--- src/core/ext_irq_map.svh ---
// register map, field positions and reset values of the pin interrupt block
// assumes: word-aligned AHB-Lite register slots, 32-bit data
`ifndef EXT_IRQ_MAP_SVH
`define EXT_IRQ_MAP_SVH

// =====================================================================
// byte offsets
`define OFS_SENSE_CONTROL 8'h00
`define OFS_LINE_ENABLE 8'h04
`define OFS_LINE_FLAGS 8'h08
`define OFS_GROUP_ENABLE 8'h0C
`define OFS_GROUP_FLAGS 8'h10
`define OFS_MASK_TWO 8'h14
`define OFS_MASK_ONE 8'h18
`define OFS_MASK_ZERO 8'h1C
`define OFS_IRQ_STATUS 8'h20
`define OFS_IRQ_MASK 8'h24
`define OFS_PIN_STATE 8'h28

// =====================================================================
// field positions
`define SENSE_ZERO_LSB 0
`define SENSE_ONE_LSB 2
`define BIT_LINE_ZERO 0
`define BIT_LINE_ONE 1
`define BIT_GROUP_ZERO 0
`define BIT_GROUP_ONE 1
`define BIT_GROUP_TWO 2

// =====================================================================
// implemented widths and reset values
`define SENSE_BITS 4
`define LINE_BITS 2
`define GROUP_BITS 3
`define MASK_ONE_BITS 7
`define SRC_BITS 5
`define PIN_BITS 25
`define RST_BYTE 8'h00
`define RST_SRC 5'h00

// =====================================================================
// positions inside the sampled pin vector
`define PIN_LINE_ZERO 0
`define PIN_LINE_ONE 1
`define PIN_G0_LSB 2
`define PIN_G0_MSB 9
`define PIN_G1_LSB 10
`define PIN_G1_MSB 16
`define PIN_G2_LSB 17
`define PIN_G2_MSB 24

`endif

--- src/core/ext_irq_pkg.sv ---
// types shared by the pin interrupt block and its surroundings
// assumes: nothing beyond a SystemVerilog compiler
package ext_irq_pkg;

  // sense selection of an external line
  typedef enum logic [1:0] {
    SENSE_LOW = 2'b00,
    SENSE_ANY = 2'b01,
    SENSE_FALL = 2'b10,
    SENSE_RISE = 2'b11
  } sense_t;

  // interrupt source numbers, also the bit order of the request vector
  typedef enum logic [2:0] {
    SRC_LINE_ZERO = 3'b000,
    SRC_LINE_ONE = 3'b001,
    SRC_GROUP_ZERO = 3'b010,
    SRC_GROUP_ONE = 3'b011,
    SRC_GROUP_TWO = 3'b100
  } src_t;

endpackage : ext_irq_pkg

--- src/core/ext_and_pin_change_irq.sv ---
// external line and pin change interrupt detector with AHB-Lite registers
// assumes: pins are asynchronous to i_core_clk; the core acknowledges a
// serviced source with a one-cycle pulse; single word AHB transfers
// Functional notes
// - line one sense: low, change, fall, rise
// - line zero uses the same sense encoding
// - sample lines; pulses of two clocks caught
// - line request needs enable and global flag
// - pins trigger even when driven as outputs
// - matching edge sets that line's flag
// - flag clears on dispatch or written one
// - level mode flag always reads cleared
// - each enabled set flag requests own vector
// - group enables gate groups two, one, zero
// - group two mask bits enable single pins
// - change on enabled pin sets group flag
// - group flag clears on dispatch or one
// - unused register bits read zero, ignore writes
// - level and pin change wake without clock
// - level mode requests while line stays low
`timescale 1ns/1ps
`include "ext_irq_map.svh"

module ext_and_pin_change_irq (
  input wire logic i_core_clk,
  input wire logic i_nrst,
  input wire logic i_hsel,
  input wire logic [31:0] i_haddr,
  input wire logic [1:0] i_htrans,
  input wire logic i_hwrite,
  input wire logic [2:0] i_hsize,
  input wire logic [31:0] i_hwdata,
  input wire logic i_hready,
  output logic o_hreadyout,
  output logic [31:0] o_hrdata,
  output logic o_hresp,
  input wire logic i_ext_line_zero,
  input wire logic i_ext_line_one,
  input wire logic [7:0] i_group_zero_pins,
  input wire logic [6:0] i_group_one_pins,
  input wire logic [7:0] i_group_two_pins,
  input wire logic i_global_int_en,
  input wire logic i_ack_valid,
  input wire ext_irq_pkg::src_t i_ack_src,
  output logic [4:0] o_req,
  output logic o_async_wake,
  output logic o_irq
);
  import ext_irq_pkg::*;

  // =====================================================================
  // reset release
  logic rst_meta_reg;
  logic rst_n;

  // asynchronous assert, two-flop release
  always_ff @(posedge i_core_clk or negedge i_nrst)
  begin
    if (!i_nrst)
    begin
      rst_meta_reg <= 1'b0;
      rst_n <= 1'b0;
    end
    else
    begin
      rst_meta_reg <= 1'b1;
      rst_n <= rst_meta_reg;
    end
  end

  // =====================================================================
  // registers
  logic [`SENSE_BITS-1:0] sense_control_reg;
  logic [`LINE_BITS-1:0] line_enable_reg;
  logic [`LINE_BITS-1:0] line_flags_reg;
  logic [`GROUP_BITS-1:0] group_enable_reg;
  logic [`GROUP_BITS-1:0] group_flags_reg;
  logic [7:0] mask_two_reg;
  logic [`MASK_ONE_BITS-1:0] mask_one_reg;
  logic [7:0] mask_zero_reg;
  logic [`SRC_BITS-1:0] irq_status_reg;
  logic [`SRC_BITS-1:0] irq_mask_reg;

  // =====================================================================
  // pin sampling
  logic [`PIN_BITS-1:0] pin_raw;
  logic [`PIN_BITS-1:0] s1_reg;
  logic [`PIN_BITS-1:0] s2_reg;
  logic [`PIN_BITS-1:0] s3_reg;
  logic [`PIN_BITS-1:0] stable_reg;
  logic [`PIN_BITS-1:0] prev_reg;
  logic [`PIN_BITS-1:0] changed;

  // pins are read directly, whatever their port direction is set to
  assign pin_raw = {i_group_two_pins, i_group_one_pins, i_group_zero_pins,
                    i_ext_line_one, i_ext_line_zero};

  // three stages per pin; a level counts once stages two and three agree
  genvar gi;
  generate
    for (gi = 0; gi < `PIN_BITS; gi = gi + 1)
    begin : g_sync
      always_ff @(posedge i_core_clk or negedge rst_n)
      begin
        if (!rst_n)
        begin
          s1_reg[gi] <= 1'b1;
          s2_reg[gi] <= 1'b1;
          s3_reg[gi] <= 1'b1;
          stable_reg[gi] <= 1'b1;
          prev_reg[gi] <= 1'b1;
        end
        else
        begin
          s1_reg[gi] <= pin_raw[gi];
          s2_reg[gi] <= s1_reg[gi];
          s3_reg[gi] <= s2_reg[gi];
          if (s2_reg[gi] == s3_reg[gi])
          begin
            stable_reg[gi] <= s3_reg[gi];
          end
          prev_reg[gi] <= stable_reg[gi];
        end
      end
    end
  endgenerate

  // edges come from two successive accepted samples
  assign changed = stable_reg ^ prev_reg;

  // =====================================================================
  // external line triggers
  sense_t sense_zero;
  sense_t sense_one;
  logic [1:0] line_level;
  logic [1:0] line_low;
  logic [1:0] line_edge;

  assign sense_zero = sense_t'(sense_control_reg[`SENSE_ZERO_LSB +: 2]);
  assign sense_one = sense_t'(sense_control_reg[`SENSE_ONE_LSB +: 2]);
  assign line_level[0] = (sense_zero == SENSE_LOW);
  assign line_level[1] = (sense_one == SENSE_LOW);
  assign line_low[0] = ~stable_reg[`PIN_LINE_ZERO];
  assign line_low[1] = ~stable_reg[`PIN_LINE_ONE];

  // edge match for each line against its selected sense
  function automatic logic edge_hit(input sense_t sel, input logic now,
                                    input logic chg);
    logic hit;
    hit = 1'b0;
    case (sel)
      SENSE_ANY: hit = chg;
      SENSE_FALL: hit = chg & ~now;
      SENSE_RISE: hit = chg & now;
      default: hit = 1'b0;
    endcase
    return hit;
  endfunction : edge_hit

  assign line_edge[0] = edge_hit(sense_zero, stable_reg[`PIN_LINE_ZERO],
                                 changed[`PIN_LINE_ZERO]);
  assign line_edge[1] = edge_hit(sense_one, stable_reg[`PIN_LINE_ONE],
                                 changed[`PIN_LINE_ONE]);

  // =====================================================================
  // pin change group triggers
  logic [2:0] group_edge;

  // a pin counts when its mask bit and its group enable are both set
  assign group_edge[0] = group_enable_reg[`BIT_GROUP_ZERO]
                         & |(changed[`PIN_G0_MSB:`PIN_G0_LSB] & mask_zero_reg);
  assign group_edge[1] = group_enable_reg[`BIT_GROUP_ONE]
                         & |(changed[`PIN_G1_MSB:`PIN_G1_LSB] & mask_one_reg);
  assign group_edge[2] = group_enable_reg[`BIT_GROUP_TWO]
                         & |(changed[`PIN_G2_MSB:`PIN_G2_LSB] & mask_two_reg);

  // =====================================================================
  // bus slave
  logic addr_phase;
  logic wr_pend_reg;
  logic [7:0] wr_addr_reg;
  logic wr_line_flags;
  logic wr_group_flags;
  logic rd_status;
  logic [31:0] rd_mux;
  logic [7:0] ofs;

  assign addr_phase = i_hsel & i_htrans[1] & i_hready;
  assign ofs = i_haddr[7:0];
  assign rd_status = addr_phase & ~i_hwrite & (i_haddr[31:8] == 24'h000000)
                     & (ofs == `OFS_IRQ_STATUS);
  assign wr_line_flags = wr_pend_reg & (wr_addr_reg == `OFS_LINE_FLAGS);
  assign wr_group_flags = wr_pend_reg & (wr_addr_reg == `OFS_GROUP_FLAGS);
  assign o_hreadyout = 1'b1;
  assign o_hresp = 1'b0;

  // read multiplexer; unused bits and unmapped slots read zero
  always_comb
  begin
    rd_mux = 32'h00000000;
    if (i_haddr[31:8] != 24'h000000)
      rd_mux = 32'h00000000;
    else if (ofs == `OFS_SENSE_CONTROL)
      rd_mux[`SENSE_BITS-1:0] = sense_control_reg;
    else if (ofs == `OFS_LINE_ENABLE)
      rd_mux[`LINE_BITS-1:0] = line_enable_reg;
    else if (ofs == `OFS_LINE_FLAGS)
      rd_mux[`LINE_BITS-1:0] = line_flags_reg & ~line_level;
    else if (ofs == `OFS_GROUP_ENABLE)
      rd_mux[`GROUP_BITS-1:0] = group_enable_reg;
    else if (ofs == `OFS_GROUP_FLAGS)
      rd_mux[`GROUP_BITS-1:0] = group_flags_reg;
    else if (ofs == `OFS_MASK_TWO)
      rd_mux[7:0] = mask_two_reg;
    else if (ofs == `OFS_MASK_ONE)
      rd_mux[`MASK_ONE_BITS-1:0] = mask_one_reg;
    else if (ofs == `OFS_MASK_ZERO)
      rd_mux[7:0] = mask_zero_reg;
    else if (ofs == `OFS_IRQ_STATUS)
      rd_mux[`SRC_BITS-1:0] = irq_status_reg;
    else if (ofs == `OFS_IRQ_MASK)
      rd_mux[`SRC_BITS-1:0] = irq_mask_reg;
    else if (ofs == `OFS_PIN_STATE)
      rd_mux[`PIN_BITS-1:0] = stable_reg;
  end

  // address phase capture; read data is registered for the data phase
  always_ff @(posedge i_core_clk or negedge rst_n)
  begin
    if (!rst_n)
    begin
      wr_pend_reg <= 1'b0;
      wr_addr_reg <= `RST_BYTE;
      o_hrdata <= 32'h00000000;
    end
    else
    begin
      wr_pend_reg <= addr_phase & i_hwrite & (i_haddr[31:8] == 24'h000000);
      if (addr_phase)
      begin
        wr_addr_reg <= ofs;
      end
      if (addr_phase & ~i_hwrite)
      begin
        o_hrdata <= rd_mux;
      end
    end
  end

  // plain control registers, written in the data phase
  always_ff @(posedge i_core_clk or negedge rst_n)
  begin
    if (!rst_n)
    begin
      sense_control_reg <= `SENSE_BITS'(`RST_BYTE);
      line_enable_reg <= `LINE_BITS'(`RST_BYTE);
      group_enable_reg <= `GROUP_BITS'(`RST_BYTE);
      mask_two_reg <= `RST_BYTE;
      mask_one_reg <= `MASK_ONE_BITS'(`RST_BYTE);
      mask_zero_reg <= `RST_BYTE;
      irq_mask_reg <= `RST_SRC;
    end
    else if (wr_pend_reg)
    begin
      // only implemented bits are stored, the rest is dropped
      if (wr_addr_reg == `OFS_SENSE_CONTROL)
        sense_control_reg <= i_hwdata[`SENSE_BITS-1:0];
      else if (wr_addr_reg == `OFS_LINE_ENABLE)
        line_enable_reg <= i_hwdata[`LINE_BITS-1:0];
      else if (wr_addr_reg == `OFS_GROUP_ENABLE)
        group_enable_reg <= i_hwdata[`GROUP_BITS-1:0];
      else if (wr_addr_reg == `OFS_MASK_TWO)
        mask_two_reg <= i_hwdata[7:0];
      else if (wr_addr_reg == `OFS_MASK_ONE)
        mask_one_reg <= i_hwdata[`MASK_ONE_BITS-1:0];
      else if (wr_addr_reg == `OFS_MASK_ZERO)
        mask_zero_reg <= i_hwdata[7:0];
      else if (wr_addr_reg == `OFS_IRQ_MASK)
        irq_mask_reg <= i_hwdata[`SRC_BITS-1:0];
    end
  end

  // =====================================================================
  // flags: set wins over acknowledge and write-one clears
  logic [4:0] ack_hit;
  logic [1:0] line_flags_next;
  logic [2:0] group_flags_next;

  assign ack_hit[0] = i_ack_valid & (i_ack_src == SRC_LINE_ZERO);
  assign ack_hit[1] = i_ack_valid & (i_ack_src == SRC_LINE_ONE);
  assign ack_hit[2] = i_ack_valid & (i_ack_src == SRC_GROUP_ZERO);
  assign ack_hit[3] = i_ack_valid & (i_ack_src == SRC_GROUP_ONE);
  assign ack_hit[4] = i_ack_valid & (i_ack_src == SRC_GROUP_TWO);

  // level lines keep their flag at zero
  always_comb
  begin
    line_flags_next = line_flags_reg;
    line_flags_next = line_flags_next & ~ack_hit[1:0];
    if (wr_line_flags)
    begin
      line_flags_next = line_flags_next & ~i_hwdata[`LINE_BITS-1:0];
    end
    line_flags_next = line_flags_next | line_edge;
    line_flags_next = line_flags_next & ~line_level;
  end

  // group flags follow the same set and clear order
  always_comb
  begin
    group_flags_next = group_flags_reg & ~ack_hit[4:2];
    if (wr_group_flags)
    begin
      group_flags_next = group_flags_next & ~i_hwdata[`GROUP_BITS-1:0];
    end
    group_flags_next = group_flags_next | group_edge;
  end

  // flag storage
  always_ff @(posedge i_core_clk or negedge rst_n)
  begin
    if (!rst_n)
    begin
      line_flags_reg <= `LINE_BITS'(`RST_BYTE);
      group_flags_reg <= `GROUP_BITS'(`RST_BYTE);
    end
    else
    begin
      line_flags_reg <= line_flags_next;
      group_flags_reg <= group_flags_next;
    end
  end

  // =====================================================================
  // requests to the core, one per source
  logic [1:0] line_req;

  // level lines request while low, edge lines while their flag stands
  assign line_req = (line_level & line_low) | (~line_level & line_flags_reg);
  assign o_req[1:0] = line_req & line_enable_reg & {2{i_global_int_en}};
  assign o_req[4:2] = group_flags_reg & group_enable_reg
                      & {3{i_global_int_en}};

  // =====================================================================
  // clockless wake: raw level lines while low, raw group pins against the last accepted sample
  logic [1:0] wake_level;
  logic [2:0] wake_group;

  assign wake_level[0] = line_level[0] & line_enable_reg[0] & ~i_ext_line_zero;
  assign wake_level[1] = line_level[1] & line_enable_reg[1] & ~i_ext_line_one;
  assign wake_group[0] = group_enable_reg[0]
                         & |((i_group_zero_pins ^ stable_reg[`PIN_G0_MSB:`PIN_G0_LSB])
                             & mask_zero_reg);
  assign wake_group[1] = group_enable_reg[1]
                         & |((i_group_one_pins ^ stable_reg[`PIN_G1_MSB:`PIN_G1_LSB])
                             & mask_one_reg);
  assign wake_group[2] = group_enable_reg[2]
                         & |((i_group_two_pins ^ stable_reg[`PIN_G2_MSB:`PIN_G2_LSB])
                             & mask_two_reg);
  assign o_async_wake = |wake_level | |wake_group;

  // =====================================================================
  // sticky event status, cleared by a read, set wins
  logic [4:0] events;
  logic [1:0] level_start;

  assign level_start = line_level & changed[1:0] & line_low;
  assign events = {group_edge, line_edge | level_start};

  // status register
  always_ff @(posedge i_core_clk or negedge rst_n)
  begin
    if (!rst_n)
    begin
      irq_status_reg <= `RST_SRC;
    end
    else if (rd_status)
    begin
      irq_status_reg <= events;
    end
    else
    begin
      irq_status_reg <= irq_status_reg | events;
    end
  end

  // level interrupt while any unmasked status bit stands
  assign o_irq = |(irq_status_reg & irq_mask_reg);

endmodule : ext_and_pin_change_irq

--- config.mk ---
export PLATFORM = sky130hd
export DESIGN_NAME = ext_and_pin_change_irq
export DESIGN_NICKNAME = d
export VERILOG_FILES = /design/src/core/ext_irq_pkg.sv /design/src/core/ext_and_pin_change_irq.sv
export VERILOG_INCLUDE_DIRS = /design/src /design/src/core
export SDC_FILE = /design/constraint.sdc
export NUM_CORES = 1
export LEC_CHECK = 0
export BUFFER_PORTS_ARGS = -buffer_cell sky130_fd_sc_hd__buf_2
export CAP_MARGIN = 10
export CORE_AREA = 3 3 149 151
export DETAILED_ROUTE_END_ITERATION = 7
export DIE_AREA = 0 0 152 154
export MAX_ROUTING_LAYER = met4
export PLACE_DENSITY = 0.63
export SLEW_MARGIN = 20
export SYNTH_ARGS = -nofsm -noshare
export SYNTH_HDL_FRONTEND = slang
export SYNTH_SLANG_ARGS = --single-unit
--- constraint.sdc ---
create_clock -name i_core_clk -period 6.7 [get_ports i_core_clk]
set_input_delay 1.005 -clock i_core_clk [delete_from_list [all_inputs] [get_ports i_core_clk]]
set_output_delay 1.005 -clock i_core_clk [all_outputs]
set_load 0.05 [all_outputs]
Yosys cells after proc, flatten, opt, wreduce, memory -nomap -nowiden
Index checks and enable logic that the tools add are counted.

storage, ports and cells
  input bits = 104
  logic and storage cells = 341
  register bits = 208
  output and inout bits = 41

cells by class
  reductions and logical operators = 23
  bitwise operators = 74
  equality and inequality tests = 53
  muxes and demuxes = 51

operator list
  cell                  number
  $mux W20              11
  $mux W18              8
  $mux W8               10
  $eq A8 B5 Y1 const B  8
  $mux W25              2
  $mux W23              2
  $mux W22              2
  $mux W17              2
  $and A8 B8 Y8         4
  $eq A8 B4 Y1 const B  4
  $eq A8 B6 Y1 const B  4
  $reduce_or A8 Y1      4
  $and A1 B1 Y1         28
  $eq A1 B1 Y1          25
  $xor A25 B25 Y25      1
  $logic_not A24 Y1     1
  $reduce_bool A24 Y1   1
  $mux W21              1
  $and A2 B2 Y2         9
  $eq A8 B3 Y1 const B  2
  $logic_not A8 Y1      2
  $xor A8 B8 Y8         2
  $mux W5               3
  $and A7 B7 Y7         2
  other kinds (33)      63

Longest topological paths before layout
Gate-level depths: netlist of run 1.

  word-level depth = 37
  gate-level depth with buffers = 7

Least setup slack after synthesis of run 1
No wires, ideal clock.

  path type = input to output
  start = input i_group_one_pins[3]
  end = output o_async_wake
  arrival = 2091 ps
  path slack = 3604 ps
  stages on the path = 5
  cell sequence = xor2_1 -> a222oi_1 -> nand3_1 -> a211oi_1 -> nand2_1

between the ends
  word-level cells in the longest chain between the ends = 6

RTL lines
  item                RTL line                       source
  start: declaration  ext_and_pin_change_irq.sv:40   input wire logic [6:0] i_group_one_pins,
  $xor A7 B7 Y7       ext_and_pin_change_irq.sv:355  & |((i_group_one_pins ^ stable_reg[`PIN_G1_MSB:`PIN_G1_LSB])
  $and A7 B7 Y7       ext_and_pin_change_irq.sv:355
  $reduce_or A7 Y1    ext_and_pin_change_irq.sv:355
  $and A1 B1 Y1       ext_and_pin_change_irq.sv:354  assign wake_group[1] = group_enable_reg[1]
  $reduce_or A3 Y1    ext_and_pin_change_irq.sv:360  assign o_async_wake = |wake_level | |wake_group;
  $or A1 B1 Y1        ext_and_pin_change_irq.sv:360
  end: declaration    ext_and_pin_change_irq.sv:46   output logic o_async_wake,

Every way passes these cells.

Worst setup path in the final report of run 1
Same ends and word-level chain as after synthesis.

==> summary.md, run 1 <==
| Metric | Value |
|---|---|
| Status | complete, no violations |
| Vias in the first global route | 5624 |
| IO Port Bufs | 107 |
| TNS Setup | 0 ns |
| Most frequent cells in the layout | 125 x dfstp_2, 107 x buf_2, 82 x dfrtp_1 |
| Register area share after synthesis | 0.6409 |
| Reg2reg start | wr_addr_reg[5] |
| Internal power | 2.227 mW |
| Worst Path Required | 5.69 ns |
| Final Cycle Share | 0.5151 |
| CTS resizes | 0 |
| Sw Ratio | 0.2423 |
| Grt ovf | 0 |
| Worst Setup SP | i_group_one_pins[3] |
| CTS Buffer Depth | 3 |
| Wirelength per Cell | 19.73 um |
| RSZ-0062 raised after global routing | no |
| Inst Count DP | 979 |
| Top_reg_cell synth | dfstp_2 |
| Post-synth ARST share | 1.000 |
| First-pass DRT Iterations | 5 |
| Gr busiest metal | met2 |
| Clk network pwr share | 0.432 |
| Slew @ Worst Pin | 0.8912 ns |
| Tmin final | 3.451 ns |
| Largest net degree at the start of global routing | 86 |
| Met1 Usage GRT | 0.2328 |
| Die X | 152 um |
| Final WL | 20150 um |
| Post-Syn Instances | 613 |
| Arr. time, crit path | 2.45 ns |
| Via density | 5.289 |
| Utilization after layout | 0.4747 |
| Yosys top cell by area | dfstp_2 |
| Met2 Usage GRT | 0.2743 |
| Clk_skew | 0.01392 ns |
| Pins Over Slew Limit | 0 |
| Hold buffers post-CTS | 0 |
| Final nets | 833 |
| Total Power | 2.939 mW |
| Cell area after synthesis | 8366 um^2 |
| Post-synth EDFFs | 0 |
| Post-DRT Antenna Nets | 0 |
| Peak Freq | 289.7 MHz |
| Die H | 154 um |
| Top-area cell type share of the netlist area | 0.3926 |
| # DRC | 0 |
| CTS tree | built |
| Leak | 4.273 nW |
| Pwr per Cell Area | 295.5 nW/um^2 |
| Core area | 20960 um^2 |
| Area post-placement | 9148 um^2 |
| Final Instance Count excl. Fillers | 1021 |
| Pre-CTS setup slack | 3.270 ns |
| GPL Wtd Cong | 0.9533 |
| Site Rows | 53 |
| Area growth from synthesis to layout | 18.92% |
| Setup ws final | 3.249 ns |
| Unique cell type count in the Yosys netlist | 61 |
| # setup viols final | 0 |
| Initial DRC Count | 519 |
| H-tree Lvls | 1 |
| Grt met3 use | 0.02983 |
| Global-route wire length before repair | 31950 um |
| Min Hold Slack | 0.2836 ns |
| Vias after detailed routing | 5400 |
| Hpwl dp | 14220 um |
| Most common cell after layout, fill and taps aside | dfstp_2 |
| Max VDD drop | 164.3 uV |
| Gr usage total | 0.1730 |
| Post-CTS Setup Bufs | 0 |
| Initial antenna violation count | 1 |
| Comb pwr share | 0.076 |
| Clock buffer count from CTS | 22 |
| #FFs+latches synth | 208 |
| Top cells by area, synth | dfstp_2 39%, dfrtp_1 25%, mux2_2 5.8% |
| Clock transition at path regs | 0.06 ns |
| Mean post-synth cell area | 13.65 um^2 |
| CP max FO | 2 |
| Slew headroom | 0.4059 |
| Proportion of layout cells with a drive suffix above 1 | 0.4430 |
| Synth warn | 0 |
| CTS sink cnt | 208 |
| Setup crit end kind | primary output |
| Worst min path class | input pin to asynchronous set/reset pin |
| Crit path launch type | input pin |
| Ports | 145 |
| Clk_lat worst skew | 0.50 ns |
| WS Path Type | input pin to primary output |
| Max-Cap Viols | 0 |
| Final hold vios | 0 |
| Full die area | 23410 um^2 |
| Post-route cell area | 9948 um^2 |
| Net Switching | 712.1 uW |
| Initial Util | 0.3992 |
| Seq pwr share | 0.492 |
| CTS Root Cell | clkbuf_16 |
cell usage after synthesis (all sizes together), types with 2 or more instances:
cell and number:
a211oi 3, a21oi 10, a221o 2, a222oi 3, a22o 23, a22oi 28, a2bb2oi 2, a31oi 2
a32o 3, and2 2, and3 6, buf 18, clkbuf 9, conb 2, dfrtp 83, dfstp 125
inv 8, maj3 25, mux2 43, mux2i 11, nand2 39, nand2b 8, nand3 12, nand4 7
nor2 23, nor2b 6, nor3 6, nor4 8, nor4b 5, o21ai 12, o22a 2, o22ai 2
o2bb2ai 2, o31ai 6, or3 2, or4 4, xor2 46
critical path: stages:
cell,delay [ns]
buf_2,0.11
xor2_1,0.16
a222oi_1,0.36
nand3_1,0.21
a211oi_1,0.29
nand2_1,0.09
buf_2,0.22
per-layer routing:
| metal | vias to the layer above | wire length [um] | part of all wire |
|---|---|---|---|
| li1 | 2437 | - | - |
| met1 | 2768 | 8906 | 0.44 |
| met2 | 160 | 9750 | 0.48 |
| met3 | 35 | 1054 | 0.052 |
| met4 | 0 | 433 | 0.021 |
| met5 | - | 0 | 0 |
kinds of logic (layout without fill, tap and decap cells):
| group | Yosys count | count (layout) | share of synthesized area |
|---|---|---|---|
| muxes | 54 | 54 | 0.07104 |
| and+or+nand+nor | 133 | 133 | 0.08720 |
| xor gates and xnor gates | 46 | 46 | 0.04816 |
| AOI/OAI and AO/OA | 110 | 110 | 0.09991 |
| other | 2 | 11 | 0.0008977 |
| adders and majority gates | 25 | 25 | 0.02991 |
| buffers and inverters | 35 | 159 | 0.02199 |
| DFF | 208 | 208 | 0.6409 |
final timing paths:
check / end / cells after the start / slack, ns
min reg2reg: o_hrdata[22] / 0 / 0.33
max: o_async_wake / 7 / 3.25
min: rst_n / 1 / 0.28
min in group i_core_clk: s2_reg[4] / 0 / 0.35
max reg2reg: mask_two_reg[5] / 4 / 4.52
max in group asynchronous: o_hrdata[2] / 2 / 4.87
final cells by class:
| cell class | instances | area, um^2 |
|---|---|---|
| diodes | 1 | 2.502 |
| clock buffers | 27 | 641.9 |
| clock inverters | 13 | 136.4 |
| fillers | 1927 | 11010 |
| inverters | 8 | 30.03 |
| multi-input cells | 378 | 2850 |
| flip-flops and latches | 208 | 5365 |
| well taps | 275 | 344.1 |
| repair buffers | 111 | 578.1 |
power by group through the flow:
stage | registers [mW] | clock network, mW | logic, mW
2_1_floorplan | 1.46 | 0 | 0.136
3_3_place_gp | 1.47 | 0 | 0.213
3_5_place_dp | 1.47 | 0 | 0.219
4_1_cts | 1.45 | 1.30 | 0.221
5_1_grt | 1.46 | 1.35 | 0.248
6_report | 1.45 | 1.27 | 0.224
(Power assumes the default switching activity.)
==> run 2, diff against run 1 <==
- clock period: 6.7 -> 3.4 ns (I/O delays scaled with it)
==> run 2 against run 1 <==
Setup slack worse by 2.8 ns; power is 95% higher; critical path depth is 1 lower; die area did not move.
==> summary.md, run 2 (synthesis results as in run 1) <==
| Metric | Value |
|---|---|
| Tmin final | 2.915 ns |
| Largest net degree at the start of global routing | 73 (-15%) |
| Worst Path Required | 2.89 ns (-2.80 ns) |
| Clock buffer count from CTS | 23 (+4.5%) |
| Slew headroom | 0.4534 (+0.04756) |
| Max-Cap Viols | 0 (unchanged) |
| Vias after detailed routing | 5407 (+0.13%) |
| CP max FO | 5 (+3) |
| Reg2reg start | wr_addr_reg[5] |
| Setup crit end kind | primary output |
| CTS sink cnt | 208 (unchanged) |
| Final hold vios | 0 (unchanged) |
| Gr usage total | 0.1730 (about the same) |
| Core area | 20960 um^2 (unchanged) |
| Max incr delay on CP | 0.59 ns (+0.23 ns) |
| Pins Over Slew Limit | 0 (unchanged) |
| Area growth from synthesis to layout | 18.86% (about the same) |
| Initial antenna violation count | 1 (unchanged) |
| Site Rows | 53 (unchanged) |
| Initial Util | 0.3992 (unchanged) |
| Clock transition at path regs | 0.06 ns (about the same) |
| Grt ovf | 0 (unchanged) |
| Final Cycle Share | 0.8574 |
| GPL Wtd Cong | 0.9366 (-1.8%) |
| WS Path Type | register to primary output |
| Status | complete, no violations |
| Hpwl dp | 14260 um (+0.22%) |
| Max VDD drop | 373.4 uV (+130%) |
| Critical Path, Cell by Cell | xor2_1 -> a222oi_1 -> nand3_1 -> a211oi_1 -> nand2_1 -> buf_2 |
| Global-route wire length before repair | 31780 um (-0.52%) |
| Initial DRC Count | 461 (-11%) |
| Most frequent cells in the layout | 125 x dfstp_2, 107 x buf_2, 82 x dfrtp_1 |
| RSZ-0062 raised after global routing | no |
| Crit path launch type | register |
| Ports | 145 (unchanged) |
| CTS Root Cell | clkbuf_16 |
| Final WL | 19840 um (-1.5%) |
| Clk_skew | 0.01851 ns (+0.004590 ns) |
| Full die area | 23410 um^2 (unchanged) |
| Slew @ Worst Pin | 0.8169 ns (-0.07436 ns) |
| Total Power | 5.741 mW (+95%) |
| Arr. time, crit path | 2.41 ns (-0.04 ns) |
| Die X | 152 um (unchanged) |
| Final nets | 836 (+0.36%) |
| First-pass DRT Iterations | 5 (unchanged) |
| Slowest CP cell | dfstp_2 |
| Most common cell after layout, fill and taps aside | dfstp_2 |
| Origin of the worst min-delay path | i_group_one_pins[1] |
| Die H | 154 um (unchanged) |
| H-tree Lvls | 1 (unchanged) |
| CTS Buffer Depth | 3 (unchanged) |
| Post-DRT Antenna Nets | 0 (unchanged) |
| Wirelength per Cell | 19.38 um (-1.8%) |
| Leak | 4.279 nW (+0.16%) |
| Pwr per Cell Area | 577.4 nW/um^2 (+95%) |
| IO Port Bufs | 107 (unchanged) |
| Worst min path class | input pin to register |
| Clk_lat worst skew | 0.50 ns (about the same) |
| Via density | 5.280 (-0.16%) |
| Vias in the first global route | 5713 (+1.6%) |
| Peak Freq | 343.0 MHz |
| TNS Setup | 0 ns (unchanged) |
| # DRC | 0 (unchanged) |
| Proportion of layout cells with a drive suffix above 1 | 0.4332 (-0.009798) |
| # setup viols final | 0 (unchanged) |
| CTS tree | built |
| Worst Setup SP | stable_reg[13] |
## run 2: metal layers
layer	routed length (um)	part of all wire	GRT usage	vias up
li1	-	-	-	2443
met1	8876	0.45	0.2329	2774
met2	9507	0.48	0.2752	154
met3	943	0.048	0.02674	36
met4	513	0.026	0.04837	0
met5	0	0	-	-
## run 2: area by class of cell
type,count,area (um^2)
clock buffers,35,671.9
repair buffers,113,595.6
fillers,1897,11010
clock inverters,6,83.83
flip-flops and latches,208,5365
multi-input cells,378,2850
diodes,1,2.502
well taps,275,344.1
inverters,8,30.03
## run 2: critical path, delay by kind of cell, from the launching register on
kind	cells	cell delay (ns)
AO/OA/AOI/OAI	2	0.70
XOR/XNOR	1	0.09
AND/OR/NAND/NOR	2	0.31
buffers and inverters	1	0.22
flip-flops	1	0.59
## run 2: repair_timing
| action | CTS | global route |
|---|---|---|
| resized for setup | 0 | 0 |
| hold buffers | 1 | 0 |
| hold endpoints to repair | 2 | 0 |
| buffers inserted | 0 | 0 |
## run 2: path summary, 6_finish.rpt
| path | endpoint | slack, ns | cells past startpoint |
|---|---|---|---|
| max | o_async_wake | 0.48 | 6 |
| min reg2reg | o_hrdata[15] | 0.30 | 0 |
| min in group asynchronous | o_hrdata[15] | 0.30 | 0 |
| min | s1_reg[11] | 0.12 | 1 |
| max in group asynchronous | line_flags_reg[1] | 2.00 | 1 |
| max reg2reg | mask_two_reg[2] | 1.26 | 4 |
## run 2: stage by stage
stage	hold WS [ns]	area, um^2	std cells	utilization	setup slack [ns]
6_report	0.1238	9943	1024	0.4745	0.4850
5_1_grt	0.1031	9943	1024	0.4745	0.3135
4_1_cts	0.1040	9941	1023	0.4744	0.4970
3_5_place_dp	0.2970	9175	981	0.4378	0.9207
3_3_place_gp	0.2950	9175	981	0.4378	0.9217
2_1_floorplan	0.2144	8397	621	-	0.09344
## run 2: report_power, final
| part | total (mW) | switching, mW | internal [mW] |
|---|---|---|---|
| logic | 0.442 | 0.262 | 0.180 |
| clock network | 2.45 | 0.939 | 1.51 |
| registers | 2.85 | 0.141 | 2.71 |
